**src/design/sam_pkg.sv**
```systemverilog
// package of constants and types for the servo alarm manager
package sam_pkg;
   // register offsets (byte addresses)
   localparam logic [7:0] SAM_OFS_STATUS   = 8'h00;
   localparam logic [7:0] SAM_OFS_DEVLIM   = 8'h04;
   localparam logic [7:0] SAM_OFS_SYSCHK   = 8'h08;
   localparam logic [7:0] SAM_OFS_HISTSEL  = 8'h0C;
   localparam logic [7:0] SAM_OFS_HISTDATA = 8'h10;
   localparam logic [7:0] SAM_OFS_SETUP    = 8'h14;
   // reset values
   localparam logic [23:0] SAM_RST_DEVLIM  = 24'h002800;
   localparam logic [7:0]  SAM_RST_SYSCHK  = 8'h00;
   localparam logic [15:0] SAM_RST_SETUP   = 16'h0000;
   // field positions
   localparam int SAM_SETUP_SRVON_BIT = 0;
   localparam int SAM_ST_ACTIVE_BIT   = 0;
   localparam int SAM_ST_CODE_LSB     = 1;
   localparam int SAM_ST_DISP_LSB     = 4;
   localparam int SAM_ST_NOLINK_BIT   = 12;
   localparam int SAM_ST_PTO_BIT      = 13;
   localparam int SAM_ST_PWR_BIT      = 14;
   // system check value that erases the history
   localparam logic [7:0] SAM_SYSCHK_CLRHIST = 8'h02;
   // history
   localparam int          SAM_HIST_DEPTH = 10;
   localparam logic [3:0]  SAM_HIST_LAST  = 4'h9;
   // display codes
   localparam logic [7:0] SAM_D_ABS   = 8'h00;
   localparam logic [7:0] SAM_D_PARAM = 8'h02;
   localparam logic [7:0] SAM_D_OC    = 8'h10;
   localparam logic [7:0] SAM_D_DEV   = 8'h31;
   localparam logic [7:0] SAM_D_VOLT  = 8'h40;
   localparam logic [7:0] SAM_D_OLI   = 8'h71;
   localparam logic [7:0] SAM_D_OLS   = 8'h72;
   localparam logic [7:0] SAM_D_ADC   = 8'hB1;
   localparam logic [7:0] SAM_D_ENCAB = 8'hC3;
   localparam logic [7:0] SAM_D_ENCZ  = 8'hC4;
   localparam logic [7:0] SAM_D_PHASE = 8'hF1;
   localparam logic [7:0] SAM_D_RESET = 8'h99;
   // three-bit codes, bit1 in lsb
   localparam logic [2:0] SAM_C_NONE  = 3'h0;
   localparam logic [2:0] SAM_C_OC    = 3'h1;
   localparam logic [2:0] SAM_C_DEV   = 3'h3;
   localparam logic [2:0] SAM_C_VOLT  = 3'h4;
   localparam logic [2:0] SAM_C_OL    = 3'h7;
   localparam logic [2:0] SAM_C_ENC   = 3'h5;
   localparam logic [2:0] SAM_C_PHASE = 3'h2;
   // limits
   localparam logic [9:0] SAM_VBUS_MIN   = 10'd150;
   localparam logic [9:0] SAM_VBUS_MAX   = 10'd420;
   localparam logic [9:0] SAM_OL_START   = 10'd120;
   localparam logic [9:0] SAM_OL_INST    = 10'd135;
   localparam logic [9:0] SAM_OL_RATED   = 10'd100;
   // 300 % held 3000 ms gives 200*3000 of excess-percent milliseconds
   localparam logic [23:0] SAM_OL_TRIP   = 24'd600000;
   localparam int  SAM_CLK_MHZ           = 125;
   localparam int  SAM_OL_TICK_US        = 1000;
   localparam int  SAM_OL_TICK_CYC       = SAM_OL_TICK_US * SAM_CLK_MHZ;
   localparam int  SAM_ADC_TO_US         = 10;
   localparam logic [11:0] SAM_ADC_TO_CYC =
      12'(SAM_ADC_TO_US * SAM_CLK_MHZ);
   localparam logic [4:0] SAM_ENC_BAD_CYC = 5'd16;
   // detector inputs
   typedef struct packed {
      logic       overcurrent;
      logic       sensor_on_request;
      logic       abs_valid;
      logic       abs_err;
      logic       phase_loss;
      logic [9:0] vbus_volts;
      logic [9:0] load_pct;
      logic       adc_start;
      logic       adc_done;
   } sam_det_t;
   // differential encoder lines a, b, z
   typedef struct packed {
      logic [2:0] pos;
      logic [2:0] neg;
   } sam_enc_t;
   // parameter load stream
   typedef struct packed {
      logic        valid;
      logic        last;
      logic [15:0] word;
      logic [15:0] expect_sum;
   } sam_param_t;
endpackage : sam_pkg

```
**src/design/sam_alarm_manager.sv**
```systemverilog
// servo alarm manager: fault detect, latch, code outputs and history
`timescale 1ns/1ps
module sam_alarm_manager
   import sam_pkg::*;
#(
   parameter int OL_TICK_CYC = SAM_OL_TICK_CYC
) (
   input  wire logic        clk_i,
   input  wire logic        rst_i,
   input  wire sam_det_t    det_i,
   input  wire sam_enc_t    enc_i,
   input  wire sam_param_t  param_i,
   input  wire logic [23:0] deviation_count_i,
   input  wire logic        run_i,
   input  wire logic        fault_reset_i,
   input  wire logic        power_up_i,
   input  wire logic        panel_reset_i,
   input  wire logic        panel_confirm_i,
   input  wire logic        panel_no_link_i,
   input  wire logic        panel_timeout_i,
   input  wire logic        nv_overcurrent_i,
   input  wire logic [7:0]  reg_addr_i,
   input  wire logic [31:0] reg_wdata_i,
   input  wire logic        reg_write_i,
   input  wire logic        reg_read_i,
   output logic [31:0]      reg_rdata_o,
   output logic             fault_flag_out_o,
   output logic             fault_code_bit1_o,
   output logic             fault_code_bit2_o,
   output logic             fault_code_bit3_o,
   output logic [7:0]       fault_disp_o,
   output logic             power_enable_o,
   output logic             nv_overcurrent_o,
   output logic             panel_no_link_o,
   output logic             panel_timeout_o
);
   typedef enum logic [1:0] {
      ST_OK    = 2'b00,
      ST_FAULT = 2'b01,
      ST_CLEAR = 2'b11
   } sam_state_t;
   sam_state_t  state_q;
   logic [2:0]  code_q;
   logic [7:0]  disp_q;
   logic [23:0] devlim_q;
   logic [7:0]  syschk_q;
   logic [3:0]  histsel_q;
   logic [15:0] setup_q;
   logic [7:0]  hist_q [SAM_HIST_DEPTH];
   logic [3:0]  hcount_q;
   logic [15:0] psum_q;
   logic        param_bad_q;
   logic [23:0] ol_acc_q;
   logic [16:0] ol_tick_q;
   logic        adc_busy_q;
   logic [11:0] adc_cnt_q;
   logic        adc_to_q;
   logic [4:0]  enc_cnt_q [3];
   logic [2:0]  enc_bad;
   logic        nv_pending_q;
   logic        oc_nv_q;
   logic        any_fault;
   logic [2:0]  new_code;
   logic [7:0]  new_disp;
   logic        clear_req;
   logic        hist_push;
   logic [7:0]  hist_val;
   logic        ol_tick;
   logic [9:0]  ol_excess;
   // parameter checksum accumulated over the load stream
   always_ff @(posedge clk_i) begin
      if (rst_i) begin
         psum_q      <= 16'h0000;
         param_bad_q <= 1'b0;
      end else if (param_i.valid) begin
         if (param_i.last) begin
            psum_q      <= 16'h0000;
            param_bad_q <= (psum_q + param_i.word) != param_i.expect_sum;
         end else begin
            psum_q      <= psum_q + param_i.word;
            param_bad_q <= 1'b0;
         end
      end else begin
         param_bad_q <= 1'b0;
      end
   end
   // electronic thermal: excess-percent integrated each millisecond
   assign ol_tick   = (ol_tick_q == 17'(OL_TICK_CYC - 1));
   assign ol_excess = (det_i.load_pct > SAM_OL_RATED) ?
                      det_i.load_pct - SAM_OL_RATED : 10'h000;
   always_ff @(posedge clk_i) begin
      if (rst_i) begin
         ol_tick_q <= 17'h00000;
         ol_acc_q  <= 24'h000000;
      end else begin
         ol_tick_q <= ol_tick ? 17'h00000 : ol_tick_q + 17'h00001;
         if (ol_tick) begin
            if (det_i.load_pct >= SAM_OL_START) begin
               ol_acc_q <= ol_acc_q + {14'h0000, ol_excess};
            end else if (ol_acc_q != 24'h000000) begin
               ol_acc_q <= ol_acc_q - 24'h000001; // slow cooling
            end
         end
      end
   end
   // converter timeout between start and done
   always_ff @(posedge clk_i) begin
      if (rst_i) begin
         adc_busy_q <= 1'b0;
         adc_cnt_q  <= 12'h000;
         adc_to_q   <= 1'b0;
      end else begin
         adc_to_q <= 1'b0;
         if (det_i.adc_done) begin
            adc_busy_q <= 1'b0;
         end else if (det_i.adc_start) begin
            adc_busy_q <= 1'b1;
            adc_cnt_q  <= 12'h000;
         end else if (adc_busy_q) begin
            adc_cnt_q <= adc_cnt_q + 12'h001;
            if (adc_cnt_q == SAM_ADC_TO_CYC - 12'h001) begin
               adc_to_q   <= 1'b1;
               adc_busy_q <= 1'b0;
            end
         end
      end
   end
   // encoder pairs equal for a while mean open or shorted line
   generate
      for (genvar g = 0; g < 3; g++) begin : g_enc
         always_ff @(posedge clk_i) begin
            if (rst_i) begin
               enc_cnt_q[g] <= 5'h00;
            end else if (enc_i.pos[g] != enc_i.neg[g]) begin
               enc_cnt_q[g] <= 5'h00;
            end else if (enc_cnt_q[g] != SAM_ENC_BAD_CYC) begin
               enc_cnt_q[g] <= enc_cnt_q[g] + 5'h01;
            end
         end
         assign enc_bad[g] = (enc_cnt_q[g] == SAM_ENC_BAD_CYC);
      end
   endgenerate
   // fault priority encoder
   always_comb begin
      any_fault = 1'b1;
      new_code  = SAM_C_NONE;
      new_disp  = SAM_D_ABS;
      if (det_i.overcurrent || (nv_pending_q && nv_overcurrent_i)) begin
         new_code = SAM_C_OC;
         new_disp = SAM_D_OC;
      end else if (det_i.sensor_on_request && det_i.abs_valid &&
                   det_i.abs_err) begin
         new_code = SAM_C_NONE;
         new_disp = SAM_D_ABS;
      end else if (param_bad_q) begin
         new_code = SAM_C_NONE;
         new_disp = SAM_D_PARAM;
      end else if (deviation_count_i > devlim_q) begin
         new_code = SAM_C_DEV;
         new_disp = SAM_D_DEV;
      end else if (det_i.vbus_volts < SAM_VBUS_MIN ||
                   det_i.vbus_volts > SAM_VBUS_MAX) begin
         new_code = SAM_C_VOLT;
         new_disp = SAM_D_VOLT;
      end else if (ol_acc_q >= SAM_OL_TRIP) begin
         new_code = SAM_C_OL;
         new_disp = (det_i.load_pct > SAM_OL_INST) ? SAM_D_OLI : SAM_D_OLS;
      end else if (adc_to_q) begin
         new_code = SAM_C_NONE;
         new_disp = SAM_D_ADC;
      end else if (enc_bad[0] || enc_bad[1]) begin
         new_code = SAM_C_ENC;
         new_disp = SAM_D_ENCAB;
      end else if (enc_bad[2]) begin
         new_code = SAM_C_ENC;
         new_disp = SAM_D_ENCZ;
      end else if (det_i.phase_loss) begin
         new_code = SAM_C_PHASE;
         new_disp = SAM_D_PHASE;
      end else begin
         any_fault = 1'b0;
      end
   end
   // overcurrent kept across power cycles is restored after reset
   always_ff @(posedge clk_i) begin
      if (rst_i) begin
         nv_pending_q <= 1'b1;
      end else begin
         nv_pending_q <= 1'b0;
      end
   end
   // clear request; power-up alone never clears overcurrent
   assign clear_req = fault_reset_i || panel_reset_i ||
                      (power_up_i && disp_q != SAM_D_OC);
   // fault latch state machine
   always_ff @(posedge clk_i) begin
      if (rst_i) begin
         state_q <= ST_OK;
         code_q  <= SAM_C_NONE;
         disp_q  <= SAM_D_RESET;
         oc_nv_q <= 1'b0;
      end else begin
         case (state_q)
            ST_OK: begin
               if (nv_pending_q && nv_overcurrent_i) begin
                  state_q <= ST_FAULT;
                  code_q  <= SAM_C_OC;
                  disp_q  <= SAM_D_OC;
                  oc_nv_q <= 1'b1;
               end else if (any_fault && !nv_pending_q) begin
                  state_q <= ST_FAULT;
                  code_q  <= new_code;
                  disp_q  <= new_disp;
                  oc_nv_q <= (new_disp == SAM_D_OC);
               end
            end
            ST_FAULT: begin
               if (clear_req) begin
                  state_q <= ST_CLEAR;
               end
            end
            ST_CLEAR: begin
               state_q <= ST_OK;
               code_q  <= SAM_C_NONE;
               disp_q  <= SAM_D_RESET;
               oc_nv_q <= 1'b0;
            end
            default: state_q <= ST_OK;
         endcase
      end
   end
   // history entry on each new fault and on each reset
   assign hist_push = (state_q == ST_OK && !nv_pending_q && any_fault) ||
                      (state_q == ST_CLEAR) ||
                      (state_q == ST_OK && power_up_i);
   assign hist_val  = (state_q == ST_OK && any_fault) ? new_disp :
                      SAM_D_RESET;
   // history shift register, newest at index zero
   always_ff @(posedge clk_i) begin
      if (rst_i) begin
         hcount_q <= 4'h0;
         for (int i = 0; i < SAM_HIST_DEPTH; i++) begin
            hist_q[i] <= 8'h00;
         end
      end else if (panel_confirm_i &&
                   syschk_q == SAM_SYSCHK_CLRHIST) begin
         hcount_q <= 4'h0;
         for (int i = 0; i < SAM_HIST_DEPTH; i++) begin
            hist_q[i] <= 8'h00;
         end
      end else if (hist_push) begin
         hist_q[0] <= hist_val;
         for (int i = 1; i < SAM_HIST_DEPTH; i++) begin
            hist_q[i] <= hist_q[i-1];
         end
         if (hcount_q != 4'(SAM_HIST_DEPTH)) begin
            hcount_q <= hcount_q + 4'h1;
         end
      end
   end
   // register writes
   always_ff @(posedge clk_i) begin
      if (rst_i) begin
         devlim_q  <= SAM_RST_DEVLIM;
         syschk_q  <= SAM_RST_SYSCHK;
         histsel_q <= 4'h0;
         setup_q   <= SAM_RST_SETUP;
      end else if (reg_write_i) begin
         case (reg_addr_i)
            SAM_OFS_DEVLIM:  devlim_q  <= reg_wdata_i[23:0];
            SAM_OFS_SYSCHK:  syschk_q  <= reg_wdata_i[7:0];
            SAM_OFS_HISTSEL: histsel_q <= reg_wdata_i[3:0];
            SAM_OFS_SETUP:   setup_q   <= reg_wdata_i[15:0];
            default: ;
         endcase
      end
   end
   // register reads, data one cycle after the strobe, zero otherwise
   always_ff @(posedge clk_i) begin
      reg_rdata_o <= 32'h00000000;
      if (!rst_i && reg_read_i) begin
         case (reg_addr_i)
            SAM_OFS_STATUS: begin
               reg_rdata_o[SAM_ST_ACTIVE_BIT]        <= state_q != ST_OK;
               reg_rdata_o[SAM_ST_CODE_LSB +: 3]     <= code_q;
               reg_rdata_o[SAM_ST_DISP_LSB +: 8]     <= disp_q;
               reg_rdata_o[SAM_ST_NOLINK_BIT]        <= panel_no_link_o;
               reg_rdata_o[SAM_ST_PTO_BIT]           <= panel_timeout_o;
               reg_rdata_o[SAM_ST_PWR_BIT]           <= power_enable_o;
            end
            SAM_OFS_DEVLIM:   reg_rdata_o[23:0] <= devlim_q;
            SAM_OFS_SYSCHK:   reg_rdata_o[7:0]  <= syschk_q;
            SAM_OFS_HISTSEL:  reg_rdata_o[7:0]  <= {hcount_q, histsel_q};
            SAM_OFS_HISTDATA: reg_rdata_o[7:0]  <=
               (histsel_q < hcount_q && histsel_q <= SAM_HIST_LAST) ?
               hist_q[histsel_q] : 8'h00;
            SAM_OFS_SETUP:    reg_rdata_o[15:0] <= setup_q;
            default:          reg_rdata_o <= 32'h00000000;
         endcase
      end
   end
   // panel link errors, flags only
   always_ff @(posedge clk_i) begin
      if (rst_i) begin
         panel_no_link_o <= 1'b0;
         panel_timeout_o <= 1'b0;
      end else begin
         panel_no_link_o <= panel_no_link_i;
         panel_timeout_o <= panel_timeout_i;
      end
   end
   // fault outputs; flag high means output stage conducting
   always_ff @(posedge clk_i) begin
      if (rst_i) begin
         fault_flag_out_o <= 1'b0;
         power_enable_o   <= 1'b0;
      end else begin
         fault_flag_out_o <= (state_q == ST_OK) && !any_fault;
         power_enable_o   <= (state_q == ST_OK) && !any_fault &&
            (run_i || setup_q[SAM_SETUP_SRVON_BIT]);
      end
   end
   assign fault_code_bit1_o = code_q[0];
   assign fault_code_bit2_o = code_q[1];
   assign fault_code_bit3_o = code_q[2];
   assign fault_disp_o      = disp_q;
   assign nv_overcurrent_o  = oc_nv_q;
endmodule : sam_alarm_manager

```
**config.mk**
```make
export PLATFORM = sky130hd
export DESIGN_NAME = sam_alarm_manager
export DESIGN_NICKNAME = d
export VERILOG_FILES = /design/src/design/sam_pkg.sv /design/src/design/sam_alarm_manager.sv
export SDC_FILE = /design/constraint.sdc
export NUM_CORES = 1
export LEC_CHECK = 0
export BUFFER_PORTS_ARGS = -buffer_cell sky130_fd_sc_hd__buf_2
export CAP_MARGIN = 15
export CORE_MARGIN = 5
export CORE_UTILIZATION = 43
export DETAILED_ROUTE_END_ITERATION = 16
export PLACE_DENSITY = 0.62
export SLEW_MARGIN = 5
export SYNTH_ARGS = -nofsm -noshare
export SYNTH_HDL_FRONTEND = slang
export SYNTH_SLANG_ARGS = --single-unit
```
**constraint.sdc**
```tcl
create_clock -name clk_i -period 5.1 [get_ports clk_i]
set_input_delay 0.51 -clock clk_i [delete_from_list [all_inputs] [get_ports clk_i]]
set_output_delay 0.51 -clock clk_i [all_outputs]
set_load 0.005 [all_outputs]
```
==> flow_summary.ini, run 1 <==
[setup_path]
arrival_ns = 4.22
path_class = primary input to flip-flop
crit_fanout = 17
r2r_slack_ns = 1.53
required_ns = 5.51
worst_setup_path_end_kind = flip-flop
crit_path_start_kind = primary input

[final_layout]
final_util = 0.499
fillers = 3220
drive_gt1_frac = 0.155
fin_nets = 1963
area_growth_pct = 15.6
multi_input_area_um2 = 7920
regArea_um2 = 6360

[yosys]
ys_seq_area_frac = 0.429
async_flop_share = 0
synthTopCellsByArea = dfxtp_1, edfxtp_1, ha_1
synth-compound-area-share = 0.157
synth_common_cells = dfxtp_1, nand2_1, nor2_1
synth_xor_area_frac = 0.0499
synth_edf_count = 95
yosysTopAreaCellShare = 0.237
synth_cells = 1589
yosys.area_share.simple = 0.209
synth_mux_area_frac = 0.0466
ys_types = 90
synth-seq-cells = 270
synthAdderAreaFrac = 0.0695
synthFlopType = dfxtp_1
synth_top_family_by_area = simple AND/OR/NAND/NOR gates
yosys_warnings = 0
synth_area_um2 = 14800
synth_top_area_cell = dfxtp_1
syn_area_per_cell_um2 = 9.32
yosysMostFrequentCell = dfxtp_1

[place]
routabilityCongestion = 0.875
io_buffers = 174
hpwl_um = 26400

[pwr]
power_density_nw_per_um2 = 312
p_leak_uw = 0.00704
ir_worst_vdd_v = 0.000257

[global_routing]
grt_pass1_vias = 11600
grt_max_degree = 78
grt.total_usage = 0.184
grt_pass1_wl_um = 59300
antenna_found_initial = 6
grt-ovfl-total = 0

[timing]
finalHoldViolCount = 0
post-route-min-period_ns = 3.82
rsz0062_at_grt = false
setup_tns_ns = 0
worst_slew_pin_slew_ns = 1.13
relSlewSlack = 0.247
fin_crit_sh = 0.749
slew_violations = 0
setup_viol = 0
fmax_mhz = 262
skew_ns = 0.0190

[cts]
clock_sinks = 270
cts_hold_buf = 0
cts_setup_buffers = 0
cts_tree = yes
h-tree-depth = 1
path_clk_slew_ns = 0.06
cts_buffers = 31
clkLatencyLatePin_ns = 0.57
max-clock-path-buffers = 3
root_buffer = clkbuf_16
ctsResizeCount = 0

[floorplan]
die_y_um = 196
row_count = 68
initial_core_util = 0.432
boundaryPins = 191
core_area_um2 = 34300
dieArea_um2 = 38200
die_x_um = 196

[drt]
drt_iter0_markers = 719
drc = 0
drt_first_pass_iters = 5
vias_per_cell = 5.36
wl_um = 36600
vias = 11900
wl_per_cell_um = 16.5
ant_nets = 0

[min_path]
hold_path_class = primary input to flip-flop

[run]
cap_viol_max_count = 0

[status]
status = finished, final reports clean
## path summary, 6_finish.rpt
path,startpoint,to,depth (start not counted)
setup reg to reg,devlim_q[17]$_SDFFE_PP0P_,hist_q[2][2]$_SDFFCE_PN0P_,10
hold / removal,panel_no_link_i,panel_no_link_o$_SDFF_PP0_,2
hold reg to reg,devlim_q[10]$_SDFFE_PP0P_,devlim_q[10]$_SDFFE_PP0P_,2
setup / recovery,det_i[4],ol_acc_q[23]$_SDFFE_PP0P_,16
## routing by layer
| layer | global-route usage | up-vias | wire length [µm] |
|---|---|---|---|
| met5 | 0 | - | 54 |
| met4 | 0.0445 | 10 | 863 |
| li1 | - | 5970 | - |
| met1 | 0.246 | 5604 | 16700 |
| met2 | 0.305 | 265 | 16600 |
| met3 | 0.0412 | 59 | 2310 |
## kinds of logic after synthesis
family                   Yosys count
other                              1
multiplexers                      49
XOR/XNOR                          81
adder cells (fa/ha/maj)           81
AND/OR/NAND/NOR                  616
AO/OA/AOI/OAI                    356
flip-flops                       270
buffers and inverters            135
## layout by cell type, fill, tap and decap left out, drive strengths merged, types with 5 or more instances in the layout
cell type    n
buf        182
dfxtp      175
nand2      162
nor2       145
a21oi      144
edfxtp      95
and2        81
ha          79
inv         63
o21ai       54
nand3       42
xor2        41
xnor2       39
nor3        38
clkbuf      35
nor2b       33
mux2i       33
and3        31
a21o        30
a211oi      18
a22oi       16
mux4        16
or3         15
nand4       14
o21a        13
o211ai      11
a31oi       11
clkinv      11
nand2b      10
nor4b        9
a221oi       9
nor4         9
conb         8
bufinv       7
nor3b        7
or4          6
a21boi       6
clkinvlp     5
## state kept, by name, summed over array words and instances, names as in the netlist, 3 cells and up, named ones only
signal	count
histsel_q	4
hcount_q	4
syschk_q	8
psum_q	16
code_q	3
devlim_q	24
fault_disp_o	8
adc_cnt_q	12
ol_acc_q	24
setup_q	16
enc_cnt_q	15
reg_rdata_o	24
hist_q	80
ol_tick_q	17
## through the flow
stage | cells | cell area (µm²) | worst slack [ns] | hold WS, ns | power, µW
after global routing | 2220 | 17100 | 0.974 | 0.149 | 5580
final | 2220 | 17100 | 1.28 | 0.151 | 5350
after detailed placement | 2161 | 16000 | 0.714 | 0.448 | 3000
after global placement | 2161 | 16000 | 0.839 | 0.442 | 2990
after CTS | 2219 | 17100 | 1.31 | 0.125 | 5400
after floorplan | 1596 | 14800 | 1.14 | 0.426 | 2810
## power by group
| part | total (µW) | leakage (µW) | switching (µW) | internal, µW |
|---|---|---|---|---|
| sequential | 2400 | 0.00248 | 59.7 | 2340 |
| combinational | 553 | 0.00403 | 319 | 234 |
| clock | 2390 | 0.000521 | 922 | 1470 |
## critical path: stages
cell and delay [ns]:
buf_2 0.12, inv_1 0.08, ha_1 0.13, or4b_1 0.44, a21oi_1 0.20, nand2b_1 0.32, inv_1 0.37, ha_1 0.48
nand3_1 0.20, or2_2 0.35, o22ai_1 0.16, a21oi_1 0.07, a31oi_1 0.30, mux2i_1 0.28, a21o_1 0.14, a21oi_1 0.06
## layout make-up
class	count	share of cell area
inverters	63	0.0138
multi-input cells	1191	0.463
well taps	455	0.0333
diodes	1	0.000146
clock inverters	23	0.0182
repair buffers	182	0.0545
clock buffers	35	0.0462
flip-flops and latches	270	0.371
Power figures use the tool's default switching activity.
==> run 2: changes to the inputs <==
- PLACE_DENSITY: 0.62 -> 0.65
- clock period: 5.1 -> 3.1 ns (I/O delays scaled with it)
==> flow_summary.ini, run 2 (same netlist as run 1, synthesis figures left out) <==
[status]
status = finished, final reports clean

[cts]
cts_buffers = 30
clock_sinks = 270
cts_tree = yes
max-clock-path-buffers = 3
clkLatencyLatePin_ns = 0.57
root_buffer = clkbuf_16
h-tree-depth = 1
path_clk_slew_ns = 0.06

[drt]
drc = 0
wl_um = 37900
drt_iter0_markers = 802
vias_per_cell = 5.36
vias = 12600
ant_nets = 0
wl_per_cell_um = 16.2
drt_first_pass_iters = 5

[floorplan]
initial_core_util = 0.432
die_x_um = 196
row_count = 68
die_y_um = 196
core_area_um2 = 34300
dieArea_um2 = 38200
boundaryPins = 191

[place]
pre_cts_slack_ns = -0.659
hpwl_um = 27900
io_buffers = 174
placed_cell_area_um2 = 16900
numPlacedInstances = 2254
routabilityCongestion = 0.887

[timing]
finalHoldViolCount = 0
fin_crit_sh = 0.969
setup_slack_ns = 0.0970
rsz0062_at_grt = true
relSlewSlack = 0.446
post-route-min-period_ns = 3.00
skew_ns = 0.0160
slew_violations = 0
fmax_mhz = 333
worst_slew_pin_slew_ns = 0.829
setup_viol = 0

[pwr]
p_switching_uw = 2130
power_frac_comb = 0.125
p_leak_uw = 0.00763
total_power_uw = 8490
switching_share = 0.251
ir_worst_vdd_v = 0.000549
intPower_uw = 6360
power_frac_seq = 0.465
p_clk_frac = 0.410
power_density_nw_per_um2 = 463

[setup_path]
slowest_stage = fa_2
crit_family = simple AND/OR/NAND/NOR gates
r2r_slack_ns = 0.1
crit-reg2reg-launch = psum_q[0]$_SDFFE_PP0P_
crit_buf_inv = 0
timing.rr.end = param_bad_q$_SDFF_PP0_
reg2regPathDepth = 11
worst_setup_path_end_kind = flip-flop
path_cells = ha_2 -> fa_2 -> xor2_1 -> a211oi_1 -> nand3_1 -> a2111oi_2 -> nand3_1 -> nor4b_2 -> nand4_1 -> nor4_2 -> a311oi_1
crit_fanout = 2
arrival_ns = 3.43
slowest_delay_ns = 0.59
path_class = flip-flop to flip-flop
crit_path_start_kind = flip-flop
crit_top_cell = nand3_1
required_ns = 3.52

[final_layout]
largest_register = hist_q
fin_nets = 2088
largest_register_ffs = 80
drive_gt1_frac = 0.220
fin_cells = 2343
final_util = 0.535
final_cell_mix = dfxtp_1, buf_2, nand2_1
fin_area_um2 = 18300
area_growth_pct = 23.9
final_common_cell = dfxtp_1

[global_routing]
grt_pass1_wl_um = 61900
grt_pass1_vias = 12200
grt-ovfl-total = 0
grt.total_usage = 0.191
grt_max_degree = 73
antenna_found_initial = 6

[min_path]
hp-start = reg_wdata_i[4]
hold_path_class = primary input to flip-flop
hold_end = devlim_q[4]$_SDFFE_PP0P_
holdPathStages = 3

[run]
cap_viol_max_count = 0
run 2: how the worst max path moves through the flow:
stage / startpoint / end / slack (ns) / cells past startpoint
final: psum_q[0]$_SDFFE_PP0P_ / param_bad_q$_SDFF_PP0_ / 0.1 / 11
after CTS: det_i[5] / ol_acc_q[20]$_SDFFE_PP0P_ / 0.002 / 19
after global placement: det_i[5] / ol_acc_q[20]$_SDFFE_PP0P_ / -0.53 / 19
after detailed placement: det_i[5] / ol_acc_q[20]$_SDFFE_PP0P_ / -0.66 / 19
after floorplan: det_i[4] / ol_acc_q[23]$_SDFFE_PP0P_ / -0.25 / 16
after global routing: psum_q[0]$_SDFFE_PP0P_ / param_bad_q$_SDFF_PP0_ / -0.02 / 11
run 2: stage by stage:
| step | TNS [ns] | hold slack [ns] |
|---|---|---|
| after floorplan | -1.16 | 0.338 |
| after global placement | -6.78 | 0.442 |
| after detailed placement | -8.54 | 0.447 |
| after CTS | 0 | 0.00745 |
| after global routing | -0.0355 | 0.0202 |
| final | 0 | 0.0319 |
run 2: tightest hold or removal path, cell delays in order:
cell,delay [ns]
buf_2,0.13
nand2_1,0.06
a21oi_1,0.05
run 2: final cells by class:
type / instances / area [µm²]
Sequential cell: 270 / 6360
Clock buffer: 43 / 862
Clock inverter: 10 / 111
Multi-Input combinational cell: 1193 / 8220
Fill cell: 3068 / 15900
Inverter: 63 / 253
Antenna cell: 3 / 7.51
Timing Repair Buffer: 306 / 1970
Tap cell: 455 / 569
run 2: repair_timing:
| item | 4_1_cts | 5_1_grt |
|---|---|---|
| resized for setup | 1 | 25 |
| pin swaps | 0 | 20 |
| gates cloned | 0 | 2 |
| buffers inserted | 0 | 9 |
| setup endpoints to repair | 3 | 183 |
| hold buffers | 22 | 0 |
| hold endpoints to repair | 33 | 0 |
run 2: per-layer routing:
layer,vias up,global-route usage,routed length [µm]
met5,-,0,55
met4,8,0.0458,835
met3,65,0.0373,2410
met2,314,0.313,17300
met1,5938,0.262,17300
li1,6231,-,-
run 2: power by group through the flow:
stage | Sequential [µW] | Combinational (µW) | Clock [µW]
2_1_floorplan | 3980 | 652 | 0
3_3_place_gp | 4020 | 985 | 0
3_5_place_dp | 4020 | 1000 | 0
4_1_cts | 3950 | 1030 | 3560
5_1_grt | 3970 | 1180 | 3690
6_report | 3950 | 1070 | 3480
